**config.mk**
```make
export PLATFORM = sky130hd
export DESIGN_NAME = core_exec
export DESIGN_NICKNAME = d
export VERILOG_FILES = /design/src/core_exec_pkg.sv /design/src/core_exec.sv /design/src/file_addr_resolve.sv
export SDC_FILE = /design/constraint.sdc
export NUM_CORES = 1
export LEC_CHECK = 0
export BUFFER_PORTS_ARGS = -buffer_cell sky130_fd_sc_hd__buf_2
export CAP_MARGIN = 10
export CELL_PAD_IN_SITES_DETAIL_PLACEMENT = 1
export CELL_PAD_IN_SITES_GLOBAL_PLACEMENT = 1
export CORE_MARGIN = 4
export CORE_UTILIZATION = 38
export CTS_CLUSTER_DIAMETER = 50
export DETAILED_ROUTE_END_ITERATION = 10
export PLACE_DENSITY_LB_ADDON = 0.1
export SETUP_SLACK_MARGIN = 0.05
export SLEW_MARGIN = 20
export SYNTH_ARGS = -nofsm -noshare
export SYNTH_HDL_FRONTEND = slang
export SYNTH_HIERARCHICAL = 1
export SYNTH_SLANG_ARGS = --single-unit
export TNS_END_PERCENT = 1
```
**constraint.sdc**
```tcl
create_clock -name sys_clk -period 2.8 [get_ports sys_clk]
set_input_delay 0.42 -clock sys_clk [delete_from_list [all_inputs] [get_ports sys_clk]]
set_output_delay 0.42 -clock sys_clk [all_outputs]
set_load 0.01 [all_outputs]
```
**src/core_exec_pkg.sv**
```systemverilog
package core_exec_pkg;
  // ----------------------------------------
  // Widths
  // ----------------------------------------
  localparam int pc_width = 21;
  localparam int data_width = 8;
  localparam int file_addr_width = 8;
  localparam int bank_width = 4;
  localparam int word_width = 16;
  // ----------------------------------------
  // Opcode fields and fixed constants
  // ----------------------------------------
  localparam logic [3:0] op_invert_bit = 4'h7;
  localparam logic [7:0] op_branch_ov = 8'he4;
  localparam logic [7:0] op_branch_zero = 8'he0;
  localparam logic [6:0] op_call_first = 7'h76;
  localparam logic [3:0] op_second_word = 4'hf;
  localparam logic [3:0] access_bank = 4'h0;
  localparam logic [pc_width-1:0] pc_step_one = 21'h000002;
  localparam logic [pc_width-1:0] pc_step_call = 21'h000004;
  localparam logic [pc_width-1:0] pc_reset_value = 21'h000000;
  // Flag bit positions in the flags register
  localparam int flag_zero_pos = 2;
  localparam int flag_ovf_pos = 3;

  typedef enum logic [1:0] {
    exec_normal,
    exec_flush,
    exec_call_second
  } exec_state_type;

  typedef struct packed {
    logic [bank_width-1:0] bank;
    logic [file_addr_width-1:0] offset;
  } file_addr_type;

  typedef struct packed {
    logic [data_width-1:0] working;
    logic [data_width-1:0] flags;
    logic [bank_width-1:0] bank;
  } shadow_type;
endpackage : core_exec_pkg

```
**src/core_exec.sv**
```systemverilog
// How it works
// - Bit invert flips one chosen file bit
// - Bank bit zero forces the access bank
// - Overflow branch taken only when overflow set
// - Zero branch taken only when zero set
// - Taken branch target is PC plus 2 plus 2n
// - Branch one cycle, taken adds flush cycle
// - Untaken branch continues at next word
// - Call reaches any 20-bit word target
// - Call pushes address four bytes beyond
// - Shadow flag copies working, flags, bank
// - Call literal loads PC bits 20..1
// - Call two words, second cycle idle
`timescale 1ns/10ps
`default_nettype none
module core_exec import core_exec_pkg::*; (
  input wire logic sys_clk,
  input wire logic rstn,
  input wire logic instr_valid,
  input wire logic [word_width-1:0] instr_word,
  input wire logic [data_width-1:0] working_register,
  input wire logic [data_width-1:0] flags_register,
  input wire logic [bank_width-1:0] bank_select_pointer,
  input wire logic [data_width-1:0] file_rdata,
  output logic [pc_width-1:0] pc,
  output logic flush,
  output logic file_we,
  output file_addr_type file_addr,
  output logic [data_width-1:0] file_wdata,
  output logic stack_push,
  output logic [pc_width-1:0] return_stack_top,
  output shadow_type shadow,
  output logic shadow_we
);
  // ----------------------------------------
  // State
  // ----------------------------------------
  exec_state_type state_reg, state_next;
  logic [pc_width-1:0] pc_reg, pc_next;
  logic flush_reg, flush_next;
  logic file_we_reg, file_we_next;
  file_addr_type faddr_reg, faddr_next, faddr_comb;
  logic [data_width-1:0] wdata_reg, wdata_next;
  logic push_reg, push_next;
  logic [pc_width-1:0] tos_reg, tos_next;
  shadow_type shadow_reg, shadow_next;
  logic shadow_we_reg, shadow_we_next;
  logic [7:0] call_low_reg, call_low_next;

  function automatic logic [pc_width-1:0] branch_target(
    input logic [pc_width-1:0] base, input logic [7:0] disp);
    logic [pc_width-1:0] ext;
    ext = {{(pc_width-8){disp[7]}}, disp};
    return base + pc_step_one + {ext[pc_width-2:0], 1'b0};
  endfunction : branch_target

  file_addr_resolve u_resolve (
    .bank_sel_bit(instr_word[8]),
    .bank_select_pointer(bank_select_pointer),
    .offset(instr_word[7:0]),
    .addr(faddr_comb)
  );

  // ----------------------------------------
  // Next state
  // ----------------------------------------
  always_comb begin
    state_next = state_reg;
    pc_next = pc_reg;
    flush_next = 1'b0;
    file_we_next = 1'b0;
    faddr_next = faddr_reg;
    wdata_next = wdata_reg;
    push_next = 1'b0;
    tos_next = tos_reg;
    shadow_next = shadow_reg;
    shadow_we_next = 1'b0;
    call_low_next = call_low_reg;
    unique case (state_reg)
      exec_normal: begin
        if (instr_valid) begin
          pc_next = pc_reg + pc_step_one;
          if (instr_word[15:12] == op_invert_bit) begin
            faddr_next = faddr_comb;
            wdata_next = file_rdata ^ data_width'(1 << instr_word[11:9]);
            file_we_next = 1'b1;
          end else if (instr_word[15:8] == op_branch_ov) begin
            if (flags_register[flag_ovf_pos]) begin
              pc_next = branch_target(pc_reg, instr_word[7:0]);
              flush_next = 1'b1;
              state_next = exec_flush;
            end
          end else if (instr_word[15:8] == op_branch_zero) begin
            if (flags_register[flag_zero_pos]) begin
              pc_next = branch_target(pc_reg, instr_word[7:0]);
              flush_next = 1'b1;
              state_next = exec_flush;
            end
          end else if (instr_word[15:9] == op_call_first) begin
            tos_next = pc_reg + pc_step_call;
            push_next = 1'b1;
            call_low_next = instr_word[7:0];
            if (instr_word[8]) begin
              shadow_next = '{working: working_register, flags: flags_register,
                              bank: bank_select_pointer};
              shadow_we_next = 1'b1;
            end
            state_next = exec_call_second;
          end
        end
      end
      exec_flush: begin
        state_next = exec_normal;
      end
      exec_call_second: begin
        if (instr_valid && instr_word[15:12] == op_second_word) begin
          pc_next = {instr_word[11:0], call_low_reg, 1'b0};
          flush_next = 1'b1;
          state_next = exec_normal;
        end
      end
      default: state_next = exec_normal;
    endcase
  end

  // ----------------------------------------
  // Registers
  // ----------------------------------------
  always_ff @(posedge sys_clk or negedge rstn) begin
    if (!rstn) begin
      state_reg <= exec_normal;
      pc_reg <= pc_reset_value;
      flush_reg <= 1'b0;
      file_we_reg <= 1'b0;
      faddr_reg <= '0;
      wdata_reg <= '0;
      push_reg <= 1'b0;
      tos_reg <= '0;
      shadow_reg <= '0;
      shadow_we_reg <= 1'b0;
      call_low_reg <= '0;
    end else begin
      state_reg <= state_next;
      pc_reg <= pc_next;
      flush_reg <= flush_next;
      file_we_reg <= file_we_next;
      faddr_reg <= faddr_next;
      wdata_reg <= wdata_next;
      push_reg <= push_next;
      tos_reg <= tos_next;
      shadow_reg <= shadow_next;
      shadow_we_reg <= shadow_we_next;
      call_low_reg <= call_low_next;
    end
  end

  // No flags output: status flags untouched by this block
  assign pc = pc_reg;
  assign flush = flush_reg;
  assign file_we = file_we_reg;
  assign file_addr = faddr_reg;
  assign file_wdata = wdata_reg;
  assign stack_push = push_reg;
  assign return_stack_top = tos_reg;
  assign shadow = shadow_reg;
  assign shadow_we = shadow_we_reg;

  // ----------------------------------------
  // Checks
  // ----------------------------------------
  a_invert_one_bit: assert property (@(posedge sys_clk) disable iff (!rstn)
    (state_reg == exec_normal && instr_valid && instr_word[15:12] == op_invert_bit)
    |=> file_we && $countones(file_wdata ^ $past(file_rdata)) == 1)
    else $error("bit invert changed wrong bits");
  a_bank_access: assert property (@(posedge sys_clk) disable iff (!rstn)
    (state_reg == exec_normal && instr_valid && instr_word[15:12] == op_invert_bit
     && !instr_word[8]) |=> file_addr.bank == access_bank)
    else $error("access bank not forced");
  a_ovf_branch: assert property (@(posedge sys_clk) disable iff (!rstn)
    (state_reg == exec_normal && instr_valid && instr_word[15:8] == op_branch_ov
     && !flags_register[flag_ovf_pos]) |=> !flush && pc == $past(pc) + pc_step_one)
    else $error("overflow branch taken wrongly");
  a_zero_branch: assert property (@(posedge sys_clk) disable iff (!rstn)
    (state_reg == exec_normal && instr_valid && instr_word[15:8] == op_branch_zero
     && flags_register[flag_zero_pos]) |=> flush)
    else $error("zero branch not taken");
  a_flush_idle: assert property (@(posedge sys_clk) disable iff (!rstn)
    flush && state_reg == exec_flush |=> !flush && !file_we && !stack_push)
    else $error("flush cycle not idle");
  a_call_push: assert property (@(posedge sys_clk) disable iff (!rstn)
    (state_reg == exec_normal && instr_valid && instr_word[15:9] == op_call_first)
    |=> stack_push && return_stack_top == $past(pc) + pc_step_call)
    else $error("call push wrong");
  a_shadow_copy: assert property (@(posedge sys_clk) disable iff (!rstn)
    (state_reg == exec_normal && instr_valid && instr_word[15:9] == op_call_first)
    |=> shadow_we == $past(instr_word[8]))
    else $error("shadow copy mismatch");
  a_call_target: assert property (@(posedge sys_clk) disable iff (!rstn)
    (state_reg == exec_call_second && instr_valid && instr_word[15:12] == op_second_word)
    |=> pc[8:0] == {$past(call_low_reg), 1'b0} && pc[20:9] == $past(instr_word[11:0]))
    else $error("call target wrong");
  a_branch_target: assert property (@(posedge sys_clk) disable iff (!rstn)
    (state_reg == exec_normal && instr_valid
     && (instr_word[15:8] == op_branch_ov && flags_register[flag_ovf_pos]
      || instr_word[15:8] == op_branch_zero && flags_register[flag_zero_pos]))
    |=> flush && pc == $past(pc) + pc_step_one
      + {{(pc_width-9){$past(instr_word[7])}}, $past(instr_word[7:0]), 1'b0})
    else $error("branch target wrong");
  a_zero_untaken: assert property (@(posedge sys_clk) disable iff (!rstn)
    (state_reg == exec_normal && instr_valid && instr_word[15:8] == op_branch_zero
     && !flags_register[flag_zero_pos]) |=> !flush && pc == $past(pc) + pc_step_one)
    else $error("zero branch taken wrongly");
  a_flush_ignore: assert property (@(posedge sys_clk) disable iff (!rstn)
    state_reg == exec_flush |=> !file_we && !stack_push && !shadow_we && $stable(pc))
    else $error("flush cycle not ignored");
  a_call_wait: assert property (@(posedge sys_clk) disable iff (!rstn)
    (state_reg == exec_call_second && !(instr_valid && instr_word[15:12] == op_second_word))
    |=> state_reg == exec_call_second && !flush && !file_we && $stable(pc))
    else $error("call wait not idle");
  a_call_idle: assert property (@(posedge sys_clk) disable iff (!rstn)
    (state_reg == exec_call_second && instr_valid && instr_word[15:12] == op_second_word)
    |=> flush && !file_we && !stack_push && !shadow_we)
    else $error("call second cycle not idle");
endmodule : core_exec
`default_nettype wire

```
**src/file_addr_resolve.sv**
```systemverilog
`timescale 1ns/10ps
`default_nettype none
module file_addr_resolve import core_exec_pkg::*; (
  input wire logic bank_sel_bit,
  input wire logic [bank_width-1:0] bank_select_pointer,
  input wire logic [file_addr_width-1:0] offset,
  output file_addr_type addr
);
  // ----------------------------------------
  // Bank selection
  // ----------------------------------------
  always_comb begin
    addr.offset = offset;
    addr.bank = bank_sel_bit ? bank_select_pointer : access_bank;
  end
endmodule : file_addr_resolve
`default_nettype wire

```
# After elaboration in Yosys (flattened, before gate mapping)
# Cells that the tools add are included.
[totals]
reg_bits = 96
input_bits = 47
[op_classes]
n_mux = 42
n_reduce_logical = 8
shift = 1
n_addsub = 3
n_eq_ne = 12
n_bitwise = 4
[ops]
columns = ["operator", "n"]
rows = [
  ["$mux W21", 7],
  ["$pmux W21 S2", 1],
  ["$mux W1", 23],
  ["$add A21 B2 Y21 const B", 1],
  ["$add A21 B21 Y21", 1],
  ["$add A21 B3 Y21 const B", 1],
  ["$eq A8 B8 Y1 const B", 2],
  ["$mux W2", 8],
  ["$reduce_and A6 Y1", 2],
  ["$ne A4 B4 Y1 const B", 2],
  ["$shl A1 B3 Y8 const A", 1],
  ["$xor A8 B8 Y8", 1],
  ["$eq A7 B7 Y1 const B", 1],
  ["$reduce_and A7 Y1", 1],
  ["$ne A2 B2 Y1 const B", 3],
  ["$reduce_and A3 Y1", 2],
  ["$eq A4 B3 Y1 const B", 1],
  ["$eq A4 B4 Y1 const B", 1],
  ["$mux W4", 1],
  ["$pmux W2 S2", 1],
  ["$ne A3 B3 Y1 const B", 1],
  ["$not A1 Y1", 3],
  ["$eq A2 B2 Y1 const B", 1],
  ["$logic_not A2 Y1", 1],
  ["other kinds (3)", 3],
]

# Logic depth before layout (Yosys ltp)
[depth]
word_depth = 8
depth_mapped = 14

# By module
# Netlist, hierarchy kept.
[modules_own_cells]
columns = ["module", "n_inst", "cells_each", "seq_area_each_um2", "area_each_um2"]
rows = [
  ["core_exec", 1, 569, 2352.3, 5644.2],
  ["file_addr_resolve", 1, 12, 0.0, 85.1],
]

# Least setup slack after synthesis
# Ideal clock, no wire load.
[synth_path]
path_kind = "flip-flop to flip-flop"
from = "reg pc_reg[5] (netlist: pc[5])"
to = "reg pc_reg[19] (netlist: pc[19])"
stages_incl_launch_ff = 14
t_arrival_ns = 2.997
slack_ns = -0.322
period_less_slack_ns = 3.122
n_path_buf = 1
setup_ns = 0.126
path_cell_list = "dfrtp_1 > buf_2 > and4_4 > and4_1 > nand4_1 > xnor2_1 > ha_1 > a21o_1 > a31o_2 > a21o_1 > a211o_1 > a211oi_2 > xor2_1 > a21oi_1"
[synth_via]
elab_chain_cells = 8
[synth_lines]
columns = ["item", "line_no", "rtl"]
rows = [
  ["start, declared", "core_exec.sv:39", "logic [pc_width-1:0] pc_reg, pc_next;"],
  ["start signal, assigned", "core_exec.sv:132", "pc_reg <= pc_reset_value;"],
  ["start signal, assigned", "core_exec.sv:144", "pc_reg <= pc_next;"],
  ["$add A21 B2 Y21 (*)", "core_exec.sv:54, core_exec.sv:82", ""],
  ["$add A21 B21 Y21", "core_exec.sv:54", "return base + pc_step_one + {ext[pc_width-2:0], 1'b0};"],
  ["$mux W21", "core_exec.sv:94", "if (flags_register[flag_zero_pos]) begin"],
  ["$mux W21", "core_exec.sv:93", "end else if (instr_word[15:8] == op_branch_zero) begin"],
  ["$mux W21", "core_exec.sv:87", "end else if (instr_word[15:8] == op_branch_ov) begin"],
  ["$mux W21 (*)", "core_exec.sv:83", "if (instr_word[15:12] == op_invert_bit) begin"],
  ["$mux W21 (*)", "core_exec.sv:81", "if (instr_valid) begin"],
  ["$pmux W21 S2 (*)", "core_exec.sv:79", "unique case (state_reg)"],
]
# Mark *: on every way between the ends. The rest lies on a longest branch, timed or not. The select of a mux whose other input is x is not followed.
# A chain may end at the register's enable or synchronous reset.

# Worst setup path in the final report
[layout_path]
from = "reg pc_reg[2] (netlist: pc[2])"
to = "reg pc_reg[19] (netlist: pc[19])"
# The elaborated chain is that of the path after synthesis.

==> metrics.txt <==
R2R Path Start=pc[2]; Syn Inst Count=between 500 and 600; Vias/cell=around 5.3; number of global-route vias before repair=~5400; share of layout cells above drive strength 1=0.4398; maximum VDD drop=0.3649 mV; CTS Buf Count=9; initial antenna violation count=0; max cap viols=0; status=finished, violations left; period utilization=1.092; post-synthesis sequential area ratio=0.4106; Layout Cells excl Fill=about 980; EDFF count, synth=0; synthesized cell area=about 5700 um2; Fill cells=1684; TritonRoute pass-1 iters=4; DR DRC count=0; GP Congestion=0.8839; setup TNS=-1.447 ns; Clock Tree Buf Depth=2; largest net degree at the start of global routing=between 40 and 50; Via Count=between 5000 and 6000; die area=between 15000 and 20000 um2; Avg WL per Cell=slightly below 20 um; violated checks=negative setup slack; clock-pin transition on the worst setup and hold timing paths=approximately 0.070 ns; crit path max fanout=4; Worst Slack Setup Final=-0.2568 ns; Final Setup Violations=10; RSZ-0062 raised after global routing=true; IO Port Bufs=between 100 and 150; Worst EP arrival=3.29 ns; GR Util All Layers=0.2236; I/O pin count=about 130; Synth Area per Inst=roughly 9.9 um2; total chip power=6.378 mW; cell chosen for the clock root=clkbuf_16; Placement Setup Slack=-0.3469 ns; Final Hold Fails=0; Setup crit start kind=flip-flop; count of cell types in the netlist=70; post-synthesis cell type with the largest combined area=dfrtp_1; Die X=approximately 130 um; worst reg2reg setup slack=-0.26 ns; worst skew pair latency=roughly 0.35 ns; CP required=slightly above 3 ns; Least-Margin Pin Slew=between 0.6 and 0.7 ns; Placed Cells=950; DRT antenna net count=0; Iteration-0 DRC Markers=183; final core occ=0.5293; Tightest Hold Check Type=input port to async pin; worst setup path start=pc[2]; leakage power=~3.8 nW; first-pass GRT wire length=29.44 mm; skew final=0.007488 ns; Initial Utilization=0.3912; Core Area=14640 um2; Final Routed Wirelength=19.51 mm; Tmin final=~3.1 ns; Yosys Warn Count=6; GRT overflow=0; relative slew slack=0.5428; Pwr Density=~800 nW/um2; # rows=between 40 and 50; die height=130.8 um; post-synthesis async set-or-reset flop share=1.000; Antenna Cells=0; Seq cells post-synth=94; CTS tree=built; share of Yosys cell area claimed by the top area cell type=0.4106; fmax=0.3271 GHz; Slew Limit Fails=0; Crit Path Class=flip-flop to flip-flop; crit end category=flip-flop; DPL Wire Length=between 10 and 15 mm; Clock Sinks=between 90 and 100; Final nets=866; ys flop type=dfrtp_1; H-tree depth=3; Area Growth Syn to Fin=35.29%; largest cells by area after synthesis=dfrtp_1 (41%), mux2_2 (8.5%), ha_1 (5.5%)
-- kinds of logic after synthesis --
group | count (synthesis) | share of synthesized area
simple gates | 179 | 0.1581
compound gates | 124 | 0.1409
flops | 94 | 0.4106
xor+xnor | 61 | 0.09456
buf+inv | 50 | 0.04673
mux | 46 | 0.09041
fa+ha+maj | 26 | 0.05809
other cells | 1 | 0.0006545
-- per-layer routing --
layer | track usage | share of wire | vias to the layer above
met3 | 0.03008 | 0.043 | 21
met1 | 0.3049 | 0.45 | 2578
met4 | 0.07078 | 0.016 | 0
met2 | 0.3702 | 0.49 | 117
met5 | 0 | 0 | -
li1 | - | - | 2471
-- worst paths after layout --
check	to	cells past startpoint
max	pc[19]	13
min	return_stack_top[15]	1
max reg2reg	pc[19]	13
min reg2reg	shadow[8]	1
max in group asynchronous	file_we	2
min in group sys_clk	shadow[13]	2
-- cells in the final DEF (no fill, tap or decap), types with 5 or more instances in the layout --
cell type and count:
xnor2_2 5, xnor2_1 28, o21a_1 5, ha_4 6, nor3_1 10, inv_1 7
nor2_1 63, buf_2 129, or3_1 5, nand4_1 11, a31oi_1 6, buf_4 109
nand2_1 38, clkbuf_16 9, o21ai_0 18, a21o_1 8, a21oi_1 46, and3_1 6
mux2_2 43, nand3_1 12, dfrtp_1 92, ha_1 18, xor2_1 24
-- worst max-delay path, cell delays in order (launching register included) --
cell,delay [ns]
dfrtp_2,0.44
ha_4,0.16
and4_4,0.23
nand4_1,0.17
xnor2_2,0.29
buf_4,0.17
ha_4,0.19
a21o_1,0.17
a31o_4,0.22
a21o_1,0.16
a211o_1,0.26
a211oi_2,0.24
xor2_1,0.17
a21oi_1,0.08
-- cells in the mapped netlist (2+ instances only) --
cell type,n
nand2b_1,2
or3_1,5
xnor2_1,32
o21bai_1,2
o21a_1,5
a21o_1,8
o31ai_1,3
nor3_1,10
and4_1,3
buf_2,21
o22ai_1,5
clkbuf_1,6
nand4_1,11
and3_1,6
nand3_1,14
a21oi_1,47
mux2i_1,2
dfrtp_1,94
nand3b_1,2
nor3b_1,2
and2_1,4
nor4_2,2
nand2_1,38
o221ai_1,4
xor2_1,28
buf_4,12
a21oi_2,2
nor2_1,66
mux2_2,43
o21ai_1,2
inv_1,8
nor4_1,3
a211oi_1,4
a31oi_1,6
o21ai_0,20
ha_1,25
-- per-stage QoR --
step | cell area [um2] | hold WS, ns
after floorplan | 5772 | 0.1244
after CTS | 7662 | 0.1245
after global placement | 7168 | 0.4850
after global routing | 7751 | 0.1492
final | 7751 | 0.1068
after detailed placement | 7168 | 0.4904
-- area by class of cell --
class,instances,area [um2],share of cell area
multi-input cells,438,3322,0.4286
repair buffers,241,1515,0.1955
inverters,9,37.54,0.004843
clock inverters,6,52.55,0.006780
well taps,184,230.2,0.02970
clock buffers,10,239.0,0.03083
flip-flops and latches,94,2355,0.3038
-- repair_timing --
action / CTS / global route
pin swaps: 26 / 9
resized for setup: 18 / 10
setup buffers: 13 / 3
hold buffers: 0 / 0
cloned: 0 / 0
setup endpoints to repair: 13 / 14
-- where the power goes --
part           internal (mW)  switching [mW]  total (mW)  leakage (nW)
clock network          0.640           0.587        1.23         0.137
registers               1.57           0.221        1.80          1.23
logic                   1.62            1.74        3.36          2.42
total                   3.83            2.55        6.38          3.79
(Power assumes the default switching activity.)
